File: src/core/phy_regs_pkg.sv
// register offsets, field positions, reset values and timing constants for
// the coding-path and error-counter register bank.
// assumes a byte-addressed register port with 16-bit data per register.
`default_nettype none

package phy_regs_pkg;

    // ------------------------------------------------------------------
    // register offsets (byte addresses)
    // ------------------------------------------------------------------
    localparam logic [7:0] FALSE_CARRIER_COUNT_OFS = 8'hd0;
    localparam logic [7:0] SYMBOL_ERROR_COUNT_OFS = 8'hd4;
    localparam logic [7:0] CODING_PATH_OFS = 8'hd8;
    localparam logic [7:0] PHY_CONTROL_OFS = 8'he4;

    // ------------------------------------------------------------------
    // widths and reset values
    // ------------------------------------------------------------------
    localparam int REG_W = 16;
    localparam int TALLY_W = 8;
    localparam logic [15:0] CODING_PATH_RST = 16'h0100;
    localparam logic [15:0] PHY_CONTROL_RST = 16'h003f;
    localparam logic [15:0] ZERO_WORD = 16'h0000;

    // ------------------------------------------------------------------
    // coding path register fields
    // ------------------------------------------------------------------
    localparam int BLOCK_CODE_BYPASS_BIT = 12;
    localparam int RX_CLOCK_FREE_BIT = 11;
    localparam int TRUE_QUIET_BIT = 10;
    localparam int SD_OVERRIDE_BIT = 9;
    localparam int SD_ALGORITHM_BIT = 8;
    localparam int FAST_LINK_FORCE_BIT = 5;
    localparam int NRZI_BYPASS_BIT = 2;
    localparam logic [15:0] CODING_PATH_WMASK = 16'h1f24;

    // ------------------------------------------------------------------
    // phy control register fields
    // ------------------------------------------------------------------
    localparam int LONG_LFSR_BIT = 11;
    localparam int SELF_TEST_RESULT_BIT = 10;
    localparam int SELF_TEST_RUN_BIT = 9;
    localparam int LED_STRETCH_BYPASS_BIT = 8;
    localparam int PAUSE_BOTH_BIT = 7;
    localparam int SPARE_HI_BIT = 6;
    localparam int SPARE_LO_BIT = 5;
    localparam int ADDR_HI_BIT = 4;
    localparam int ADDR_LO_BIT = 0;

    // ------------------------------------------------------------------
    // self-test pattern generators: taps of the two sequences
    // ------------------------------------------------------------------
    localparam int LONG_LFSR_LEN = 15;
    localparam int LONG_TAP_A = 14;
    localparam int LONG_TAP_B = 13;
    localparam int SHORT_TAP_A = 8;
    localparam int SHORT_TAP_B = 4;
    localparam logic [14:0] LFSR_SEED = 15'h7fff;
    localparam logic [3:0] SYNC_BITS = 4'h f;

    // ------------------------------------------------------------------
    // timing
    // ------------------------------------------------------------------
    localparam int CLOCK_MHZ = 50;
    localparam int LED_STRETCH_MS = 50;
    localparam int LED_STRETCH_CYCLES = LED_STRETCH_MS * 1000 * CLOCK_MHZ;

endpackage : phy_regs_pkg

`default_nettype wire

File: src/core/sat_event_counter.sv
// saturating event tally with clear-on-read, software load and a
// half-range event pulse.
// assumes inc_in, read_clr_in and load_in come from the same clock domain.
`default_nettype none

module sat_event_counter #(
    parameter int WIDTH = 8
) (
    input wire logic clock_in,
    input wire logic rst_in,
    input wire logic clk_en_in,
    input wire logic inc_in,
    input wire logic read_clr_in,
    input wire logic load_in,
    input wire logic [WIDTH-1:0] load_value_in,
    output logic [WIDTH-1:0] count_out,
    output logic half_full_out
);

    // ------------------------------------------------------------------
    // next-value selection
    // ------------------------------------------------------------------
    localparam logic [WIDTH-1:0] ALL_ONES = {WIDTH{1'b1}};
    localparam logic [WIDTH-1:0] HALF = {1'b1, {(WIDTH-1){1'b0}}};
    localparam logic [WIDTH-1:0] ONE = {{(WIDTH-1){1'b0}}, 1'b1};

    // saturating increment shared by all load paths
    function automatic logic [WIDTH-1:0] bump(input logic [WIDTH-1:0] v);
        bump = (v == ALL_ONES) ? ALL_ONES : v + ONE;
    endfunction : bump

    logic [WIDTH-1:0] count_q;
    logic [WIDTH-1:0] count_d;
    logic half_q;
    wire logic [WIDTH-1:0] base = load_in ? load_value_in :
        (read_clr_in ? '0 : count_q);
    // an event in the clearing cycle is kept: it counts from the new base
    assign count_d = inc_in ? bump(base) : base;

    // half-range pulse on the cycle the tally first reaches half
    always_ff @(posedge clock_in)
    begin
        if (rst_in)
        begin
            count_q <= '0;
            half_q <= 1'b0;
        end
        else if (clk_en_in)
        begin
            count_q <= count_d;
            half_q <= (count_d == HALF) && (count_q != HALF);
        end
    end

    assign count_out = count_q;
    assign half_full_out = half_q;

endmodule : sat_event_counter

`default_nettype wire

File: src/core/phy_pcs_regs.sv
// register bank for the fast ethernet coding path: two error tallies,
// coding configuration, phy control, self test and activity led stretch.
// assumes event inputs are on clock_in; line_signal_detect_in and
// self_test_rx_in arrive from the analog side and are synchronised here.
`default_nettype none

module phy_pcs_regs #(
    parameter int STRETCH_CYCLES = phy_regs_pkg::LED_STRETCH_CYCLES
) (
    input wire logic clock_in,
    input wire logic rst_in,
    input wire logic clk_en_in,
    // register port
    input wire logic [7:0] reg_addr_in,
    input wire logic reg_wr_in,
    input wire logic reg_rd_in,
    input wire logic [15:0] reg_wdata_in,
    output logic [15:0] reg_rdata_out,
    output logic reg_rvalid_out,
    // receive path events
    input wire logic false_carrier_in,
    input wire logic carrier_valid_in,
    input wire logic invalid_symbol_in,
    input wire logic collision_in,
    // link status sources
    input wire logic mac_fast_link_force_in,
    input wire logic local_pause_in,
    input wire logic partner_pause_in,
    input wire logic line_signal_detect_in,
    input wire logic link_status_in,
    input wire logic activity_in,
    // self-test loop
    input wire logic self_test_rx_in,
    output logic self_test_tx_out,
    // coding path controls, port address, led outputs and tally half-full pulses
    output logic block_code_bypass_out,
    output logic recovered_rx_clock_free_out,
    output logic true_quiet_enable_out,
    output logic signal_detect_out,
    output logic signal_detect_algorithm_sel_out,
    output logic fast_link_force_out,
    output logic nrzi_bypass_out,
    output logic [4:0] port_mgmt_address_out,
    output logic link_led_out,
    output logic activity_led_out,
    output logic false_carrier_half_full_out,
    output logic symbol_error_half_full_out
);

    // ------------------------------------------------------------------
    // address decode
    // ------------------------------------------------------------------
    wire logic sel_fc = reg_addr_in == phy_regs_pkg::FALSE_CARRIER_COUNT_OFS;
    wire logic sel_se = reg_addr_in == phy_regs_pkg::SYMBOL_ERROR_COUNT_OFS;
    wire logic sel_cp = reg_addr_in == phy_regs_pkg::CODING_PATH_OFS;
    wire logic sel_pc = reg_addr_in == phy_regs_pkg::PHY_CONTROL_OFS;
    wire logic wr_fc = reg_wr_in && sel_fc;
    wire logic wr_se = reg_wr_in && sel_se;
    wire logic wr_cp = reg_wr_in && sel_cp;
    wire logic wr_pc = reg_wr_in && sel_pc;
    wire logic rd_fc = reg_rd_in && sel_fc;
    wire logic rd_se = reg_rd_in && sel_se;

    // ------------------------------------------------------------------
    // synchronisers for the analog-side inputs
    // ------------------------------------------------------------------
    logic [1:0] sd_sync_q;
    logic [1:0] st_rx_sync_q;

    // two stages each; only stage one feeds stage two
    always_ff @(posedge clock_in)
    begin
        if (rst_in)
        begin
            sd_sync_q <= 2'b00;
            st_rx_sync_q <= 2'b00;
        end
        else if (clk_en_in)
        begin
            sd_sync_q <= {sd_sync_q[0], line_signal_detect_in};
            st_rx_sync_q <= {st_rx_sync_q[0], self_test_rx_in};
        end
    end

    wire logic line_sd = sd_sync_q[1];
    wire logic st_rx_bit = st_rx_sync_q[1];

    // ------------------------------------------------------------------
    // false carrier tally
    // ------------------------------------------------------------------
    logic [7:0] fc_tally;
    logic fc_half;

    sat_event_counter #(
        .WIDTH(phy_regs_pkg::TALLY_W)
    ) false_carrier_tally (
        .clock_in(clock_in),
        .rst_in(rst_in),
        .clk_en_in(clk_en_in),
        .inc_in(false_carrier_in),
        .read_clr_in(rd_fc),
        .load_in(wr_fc),
        .load_value_in(reg_wdata_in[7:0]),
        .count_out(fc_tally),
        .half_full_out(fc_half)
    );

    // ------------------------------------------------------------------
    // symbol error qualification: one count per carrier event with a bad symbol and no collision
    // ------------------------------------------------------------------
    logic carrier_q;
    logic seen_err_q;
    logic seen_col_q;
    // flags include the current cycle so a last-cycle error still counts
    wire logic err_now = seen_err_q || (carrier_valid_in && invalid_symbol_in);
    wire logic col_now = seen_col_q || (carrier_valid_in && collision_in);
    wire logic carrier_end = carrier_q && !carrier_valid_in;
    wire logic se_inc = carrier_end && seen_err_q && !seen_col_q;

    // flags are gathered while carrier is up and dropped at its end
    always_ff @(posedge clock_in)
    begin
        if (rst_in)
        begin
            carrier_q <= 1'b0;
            seen_err_q <= 1'b0;
            seen_col_q <= 1'b0;
        end
        else if (clk_en_in)
        begin
            carrier_q <= carrier_valid_in;
            seen_err_q <= carrier_valid_in && err_now;
            seen_col_q <= carrier_valid_in && col_now;
        end
    end

    logic [7:0] se_tally;
    logic se_half;

    sat_event_counter #(
        .WIDTH(phy_regs_pkg::TALLY_W)
    ) symbol_error_tally (
        .clock_in(clock_in),
        .rst_in(rst_in),
        .clk_en_in(clk_en_in),
        .inc_in(se_inc),
        .read_clr_in(rd_se),
        .load_in(wr_se),
        .load_value_in(reg_wdata_in[7:0]),
        .count_out(se_tally),
        .half_full_out(se_half)
    );

    // ------------------------------------------------------------------
    // coding path register
    // ------------------------------------------------------------------
    logic [15:0] coding_path_q;

    // reserved bits are masked off so they read as zero
    always_ff @(posedge clock_in)
    begin
        if (rst_in)
            coding_path_q <= phy_regs_pkg::CODING_PATH_RST;
        else if (clk_en_in && wr_cp)
            coding_path_q <= reg_wdata_in & phy_regs_pkg::CODING_PATH_WMASK;
    end

    // ------------------------------------------------------------------
    // phy control register
    // ------------------------------------------------------------------
    logic long_lfsr_select_q;
    logic self_test_run_q;
    logic led_stretch_bypass_q;
    logic [1:0] spare_q;
    logic [4:0] port_addr_q;
    logic pause_both_q;

    always_ff @(posedge clock_in)
    begin
        if (rst_in)
        begin
            long_lfsr_select_q <=
                phy_regs_pkg::PHY_CONTROL_RST[phy_regs_pkg::LONG_LFSR_BIT];
            self_test_run_q <=
                phy_regs_pkg::PHY_CONTROL_RST[phy_regs_pkg::SELF_TEST_RUN_BIT];
            led_stretch_bypass_q <= phy_regs_pkg::PHY_CONTROL_RST[
                phy_regs_pkg::LED_STRETCH_BYPASS_BIT];
            spare_q <= phy_regs_pkg::PHY_CONTROL_RST[
                phy_regs_pkg::SPARE_HI_BIT:phy_regs_pkg::SPARE_LO_BIT];
            port_addr_q <= phy_regs_pkg::PHY_CONTROL_RST[
                phy_regs_pkg::ADDR_HI_BIT:phy_regs_pkg::ADDR_LO_BIT];
        end
        else if (clk_en_in && wr_pc)
        begin
            long_lfsr_select_q <= reg_wdata_in[phy_regs_pkg::LONG_LFSR_BIT];
            self_test_run_q <= reg_wdata_in[phy_regs_pkg::SELF_TEST_RUN_BIT];
            led_stretch_bypass_q <=
                reg_wdata_in[phy_regs_pkg::LED_STRETCH_BYPASS_BIT];
            spare_q <= reg_wdata_in[
                phy_regs_pkg::SPARE_HI_BIT:phy_regs_pkg::SPARE_LO_BIT];
            port_addr_q <= reg_wdata_in[
                phy_regs_pkg::ADDR_HI_BIT:phy_regs_pkg::ADDR_LO_BIT];
        end
    end

    always_ff @(posedge clock_in)
    begin
        if (rst_in)
            pause_both_q <= 1'b0;
        else if (clk_en_in)
            pause_both_q <= local_pause_in && partner_pause_in;
    end

    // ------------------------------------------------------------------
    // self test: pattern generator and self-synchronising checker
    // ------------------------------------------------------------------
    // feedback of either sequence from a history word
    function automatic logic lfsr_fb(input logic [14:0] h, input logic lng);
        lfsr_fb = lng ?
            (h[phy_regs_pkg::LONG_TAP_A] ^ h[phy_regs_pkg::LONG_TAP_B]) :
            (h[phy_regs_pkg::SHORT_TAP_A] ^ h[phy_regs_pkg::SHORT_TAP_B]);
    endfunction : lfsr_fb

    logic [14:0] gen_q;
    logic [14:0] chk_q;
    logic [3:0] sync_cnt_q;
    logic st_fail_q;
    logic st_pass_q;
    logic st_tx_q;
    wire logic chk_ready = sync_cnt_q == phy_regs_pkg::SYNC_BITS;
    wire logic predicted = lfsr_fb(chk_q, long_lfsr_select_q);
    wire logic mismatch = chk_ready && (predicted != st_rx_bit);
    // an all-zero history predicts zeros, so idle line never counts as sync
    wire logic bit_ok = (predicted == st_rx_bit) && (chk_q != '0);

    // runs until run bit cleared; a control write restarts it
    always_ff @(posedge clock_in)
    begin
        if (rst_in || (clk_en_in && (!self_test_run_q || wr_pc)))
        begin
            gen_q <= phy_regs_pkg::LFSR_SEED;
            chk_q <= '0;
            sync_cnt_q <= '0;
            st_tx_q <= 1'b0;
        end
        else if (clk_en_in)
        begin
            gen_q <= {gen_q[13:0], lfsr_fb(gen_q, long_lfsr_select_q)};
            st_tx_q <= gen_q[phy_regs_pkg::LONG_LFSR_LEN-1];
            chk_q <= {chk_q[13:0], st_rx_bit};
            // sync wants unbroken good predictions, so stale loop bits
            // and the seed head can never be judged as a failure
            if (!chk_ready)
                sync_cnt_q <= bit_ok ? sync_cnt_q + 4'h1 : '0;
        end
    end

    // fail latches high until the phy control register is written
    always_ff @(posedge clock_in)
    begin
        if (rst_in || (clk_en_in && wr_pc))
        begin
            st_fail_q <= 1'b0;
            st_pass_q <= 1'b0;
        end
        else if (clk_en_in && self_test_run_q)
        begin
            if (mismatch)
                st_fail_q <= 1'b1;
            if (chk_ready)
                st_pass_q <= 1'b1;
        end
    end

    wire logic st_result = st_pass_q && !st_fail_q;

    // ------------------------------------------------------------------
    // activity led stretch
    // ------------------------------------------------------------------
    localparam int STRETCH_W = $clog2(STRETCH_CYCLES + 1);
    localparam logic [STRETCH_W-1:0] STRETCH_LOAD = STRETCH_W'(STRETCH_CYCLES);
    logic [STRETCH_W-1:0] stretch_q;

    // short activity blips stay visible for the whole stretch time
    always_ff @(posedge clock_in)
    begin
        if (rst_in)
            stretch_q <= '0;
        else if (clk_en_in)
        begin
            if (activity_in)
                stretch_q <= STRETCH_LOAD;
            else if (stretch_q != '0)
                stretch_q <= stretch_q - STRETCH_W'(1);
        end
    end

    wire logic act_led_d = led_stretch_bypass_q ? activity_in :
        (activity_in || stretch_q != '0);

    // ------------------------------------------------------------------
    // read data
    // ------------------------------------------------------------------
    wire logic [15:0] phy_control_word = {4'h0, long_lfsr_select_q,
        st_result, self_test_run_q, led_stretch_bypass_q, pause_both_q,
        spare_q, port_addr_q};
    wire logic [15:0] rdata_d =
        sel_fc ? {8'h00, fc_tally} :
        sel_se ? {8'h00, se_tally} :
        sel_cp ? coding_path_q :
        sel_pc ? phy_control_word : phy_regs_pkg::ZERO_WORD;

    // read data held until the next read; unmapped offsets return zero
    always_ff @(posedge clock_in)
    begin
        if (rst_in)
        begin
            reg_rdata_out <= phy_regs_pkg::ZERO_WORD;
            reg_rvalid_out <= 1'b0;
        end
        else if (clk_en_in)
        begin
            reg_rvalid_out <= reg_rd_in;
            if (reg_rd_in)
                reg_rdata_out <= rdata_d;
        end
    end

    // ------------------------------------------------------------------
    // registered control outputs
    // ------------------------------------------------------------------
    always_ff @(posedge clock_in)
    begin
        if (rst_in)
        begin
            block_code_bypass_out <= 1'b0;
            recovered_rx_clock_free_out <= 1'b0;
            true_quiet_enable_out <= 1'b0;
            signal_detect_out <= 1'b0;
            signal_detect_algorithm_sel_out <= 1'b0;
            fast_link_force_out <= 1'b0;
            nrzi_bypass_out <= 1'b0;
            port_mgmt_address_out <= '0;
            link_led_out <= 1'b0;
            activity_led_out <= 1'b0;
            self_test_tx_out <= 1'b0;
            false_carrier_half_full_out <= 1'b0;
            symbol_error_half_full_out <= 1'b0;
        end
        else if (clk_en_in)
        begin
            block_code_bypass_out <=
                coding_path_q[phy_regs_pkg::BLOCK_CODE_BYPASS_BIT];
            recovered_rx_clock_free_out <=
                coding_path_q[phy_regs_pkg::RX_CLOCK_FREE_BIT];
            true_quiet_enable_out <=
                coding_path_q[phy_regs_pkg::TRUE_QUIET_BIT];
            signal_detect_out <=
                coding_path_q[phy_regs_pkg::SD_OVERRIDE_BIT] || line_sd;
            signal_detect_algorithm_sel_out <=
                coding_path_q[phy_regs_pkg::SD_ALGORITHM_BIT];
            fast_link_force_out <=
                coding_path_q[phy_regs_pkg::FAST_LINK_FORCE_BIT] ||
                mac_fast_link_force_in;
            nrzi_bypass_out <= coding_path_q[phy_regs_pkg::NRZI_BYPASS_BIT];
            port_mgmt_address_out <= port_addr_q;
            link_led_out <= link_status_in;
            activity_led_out <= act_led_d;
            self_test_tx_out <= st_tx_q;
            false_carrier_half_full_out <= fc_half;
            symbol_error_half_full_out <= se_half;
        end
    end

endmodule : phy_pcs_regs

`default_nettype wire

File: config.mk
export PLATFORM = sky130hd
export DESIGN_NAME = phy_pcs_regs
export DESIGN_NICKNAME = d
export VERILOG_FILES = /design/src/core/phy_regs_pkg.sv /design/src/core/sat_event_counter.sv /design/src/core/phy_pcs_regs.sv
export SDC_FILE = /design/constraint.sdc
export NUM_CORES = 1
export LEC_CHECK = 0
export BUFFER_PORTS_ARGS = -buffer_cell sky130_fd_sc_hd__buf_2
export CAP_MARGIN = 20
export CORE_ASPECT_RATIO = 0.5
export CORE_MARGIN = 4
export CORE_UTILIZATION = 40
export CTS_BUF_LIST = sky130_fd_sc_hd__clkbuf_2
export DETAILED_ROUTE_END_ITERATION = 7
export HOLD_SLACK_MARGIN = 0.02
export SYNTH_ARGS = -nofsm -noshare
export SYNTH_HDL_FRONTEND = slang
export SYNTH_SLANG_ARGS = --single-unit
export TNS_END_PERCENT = 10
File: constraint.sdc
create_clock -name clock_in -period 4.18 [get_ports clock_in]
set_input_delay 0.627 -clock clock_in [delete_from_list [all_inputs] [get_ports clock_in]]
set_output_delay 0.627 -clock clock_in [all_outputs]
set_load 0.01 [all_outputs]
==> results.txt <==
----------------------------------------------------
[Clock network]
  Num CTS Buffers ... 17
  Resized cells post-CTS ... 0
  Clock slew at reported path FFs ... 0.24 ns
  Clock H-tree levels ... 4
  Clock tree from TritonCTS ... done
  Maximum buffer depth of the clock tree ... 2
  Clock network latency to the later pin of the worst-skew pair ... 0.68 ns
  Post-CTS setup buffers ... 0
  Clock Sink Count ... 133
  Buffer type at the clock tree root ... clkbuf_2
  Cts-stage hold buffer count ... 0

[Setup path]
  Start-to-end type of the worst setup path ... register to register
  Worst setup EP type ... register
  RR Startpoint ... stretch_q[5]
  Kind of launch point of the worst setup path ... register
  Required time at the worst-slack endpoint ... ~4.8 ns
  Worst endpoint data arrival time ... 3.40 ns
  Cell depth of the worst flop-to-flop path ... 6
  Worst setup slack for register-to-register paths ... 1.38 ns
  Critical register-to-register path endpoint ... stretch_q[1]
  Critical path peak fanout ... 14

[Floorplanning]
  Die outline height ... 96.1 um
  Initial Util ... 41.9%
  Total die area ... 17700 um^2
  Total core area ... 14800 um^2
  Total I/O pin count ... 74
  Chip width ... 184 um
  Cell row count ... 31

[STA]
  Max frequency ... roughly 360 MHz
  Final period demand of the worst path ... 2.80 ns
  Number of max-slew violations in the final report ... 0
  Period Utilization, post-route ... about two thirds
  Count of endpoints failing setup in the final report ... 0
  Layout Skew ... 0.0444 ns
  Setup TNS Final ... 0 ns
  Setup repair after global routing missed its margin ... no
  Max-slew headroom at the worst pin ... 40.5%
  Final-report hold violation count ... 0
  Tightest Pin Transition ... between 0.8 and 0.9 ns
  Final worst slack ... around 1.4 ns

[Pwr]
  Worst voltage drop across the vdd grid ... about 0.00013 V
  Leakage power total ... 0.00268 uW
  Ratio of total power to cell area ... around 370 nW/um^2

[Place]
  HPWL after detailed placement ... 10500 um
  # port buffers ... 67
  Worst slack at placement ... 1.10 ns
  Placer congestion estimate ... 0.913

[GRT]
  Residual overflow from global routing ... 0
  Maximum number of pins on one net before global-route repair ... 63
  Met2 Track Usage GR ... 27.8%
  Most crowded layer after global routing ... met2
  Combined global-route utilization of all metal layers ... approximately 17%
  Number of antenna violations at the first check in global routing ... 0
  First-pass GRT wire length ... 24500 um
  Met1 track utilization from global routing ... between 20% and 30%
  Vias in the first global route ... roughly 4800
  Global routing met3 resource utilization ... about 3.4%

[Logic synthesis]
  Mean area per synthesized cell ... approximately 9.0 um^2
  Simple-Gate Fraction of Synth Area ... about 22%
  Asr flop ratio synth ... 0%
  Commonest register cell after synthesis ... dfxtp_1
  Post-synthesis compound-gate area fraction ... around 17%
  Cell type with the highest aggregate area in the netlist ... dfxtp_1
  EDFF count, synth ... 0
  Area share of xor/xnor cells in the synthesized design ... 4.23%
  Post-synth top cells ... 133 x dfxtp_1, 100 x nor2_1, 66 x nand2_1
  Count of distinct cell types in the synthesized netlist ... 68
  Top cell type's share of synthesized area ... 42.9%
  Synthesized instance count ... 687
  Sequential area share after synthesis ... 42.9%
  Dominant combinational cell family by area after synthesis ... simple AND/OR/NAND/NOR gates
  Adder-cell share of the synthesized area ... 0.403%
  Share of cell area taken by muxes after synthesis ... 10.0%
  Synth top area cells ... dfxtp_1 43%, mux2i_1 10%, nor2_1 6.0%
  FF+latch count, synth ... roughly 130
  Warnings from Yosys ... 0
  Most repeated cell in the gate-level netlist after synthesis ... dfxtp_1
  Area of the mapped netlist ... 6210 um^2

[Min path]
  Type of the tightest min-delay check ... input port to register
  End point of the worst hold path ... link_led_out
  Worst hold path startpoint ... link_status_in
  Hold path depth ... 3

[Flow run]
  Max-cap violations ... 0

[Cells and area]
  Area of combinational cells with multiple inputs ... between 3000 and 4000 um^2
  FF/Latch Area ... 2660 um^2
  Fraction of layout instances using a drive strength above 1 ... 17.0%
  ANT cells ... 0
  Layout filler cell count ... 1462
  Total Nets Final ... 777
  Synthesis-to-layout area growth ... 10.5%

[Detailed routing]
  Drt total wl ... 15300 um
  Avg Vias per Cell ... 5.57
  Detailed-route via count ... 5265
  Remaining antenna violation count ... 0
  Detailed-route wire length per cell ... 16.2 um
  DRC ... 0
  Violation count after the first detailed-routing iteration ... 327
  Number of search-and-repair iterations in the first detailed-routing pass ... 5

[Status]
  Result of the run ... finished clean

----------------------------------------------------
## placed cells by master, fill, tap and decap left out, drive strengths merged, types with 10 or more instances in the layout
cell	n
nor2	100
o31ai	10
nand3	13
nand2	68
nor4	16
nand4	13
a22oi	16
buf	72
xnor2	24
a21oi	33
nor3	15
a211oi	10
inv	15
mux2i	62
dfxtp	133
clkbuf	17
## worst max-delay path: stages (launching register included)
cell      delay [ns]
dfxtp_1         0.40
or4_1           0.76
or2_2           0.46
o31a_1          0.40
nand2_2         0.21
nand2_2         0.23
a211oi_1        0.28
## flip-flops by register name, summed over array words and instances, names as in the netlist, 2 cells and up
register,flops
coding_path_q,7
false_carrier_tally.count_out,8
symbol_error_tally.count_out,8
stretch_q,22
port_mgmt_address_out,5
gen_q,15
sd_sync_q,2
port_addr_q,5
sync_cnt_q,4
reg_rdata_out,13
chk_q,15
spare_q,2
st_rx_sync_q,2
## layout make-up
cell class / instances / area share, %
Inverter: 8 / 0.438
Tap cell: 198 / 3.61
Clock inverter: 15 / 2.10
Timing Repair Buffer: 72 / 5.47
Clock buffer: 17 / 1.24
Multi-Input combinational cell: 503 / 48.3
Sequential cell: 133 / 38.8
## how the worst max path moves through the flow
stage              startpoint                                to  slack (ns)  cells past startpoint
4_1_cts          stretch_q[2]                      stretch_q[1]        1.37                      6
6_report         stretch_q[5]                      stretch_q[1]        1.38                      6
2_1_floorplan  reg_addr_in[5]  false_carrier_tally.count_out[4]        1.60                      7
3_3_place_gp        reg_wr_in   symbol_error_tally.count_out[6]        1.13                      7
5_1_grt          stretch_q[2]                      stretch_q[1]        1.21                      6
3_5_place_dp        reg_wr_in   symbol_error_tally.count_out[6]        1.10                      7
## routing by layer
metal  vias to the layer above  routed length [um]
met5                         -                   0
met4                         0                 227
met3                        20                 706
met2                       115                6880
met1                      2521                7500
li1                       2609                   -
## power breakdown
part           internal (uW)  switching (uW)
Sequential              1320            48.1
Clock                    229             542
Combinational            170             241
## per-stage QoR
step                utilization, %  power (uW)  area [um^2]  instances  hold WS (ns)
floorplan                        -        1710         6210        689         0.425
global placement              44.7        1800         6630        914         0.445
detailed placement            44.7        1800         6630        914         0.451
CTS                           46.3        2580         6860        946         0.113
global route                  46.3        2680         6860        946        0.0924
finish                        46.3        2550         6860        946         0.158
## kinds of logic (layout without fill, tap and decap cells)
group	Yosys count	in the layout
other	1	3
adder cells (fa/ha/maj)	2	2
AO/OA/AOI/OAI	132	132
XOR/XNOR	30	30
multiplexers	62	62
AND/OR/NAND/NOR	274	274
buffers and inverters	53	112
flip-flops	133	133
Power figures use the tool's default switching activity.
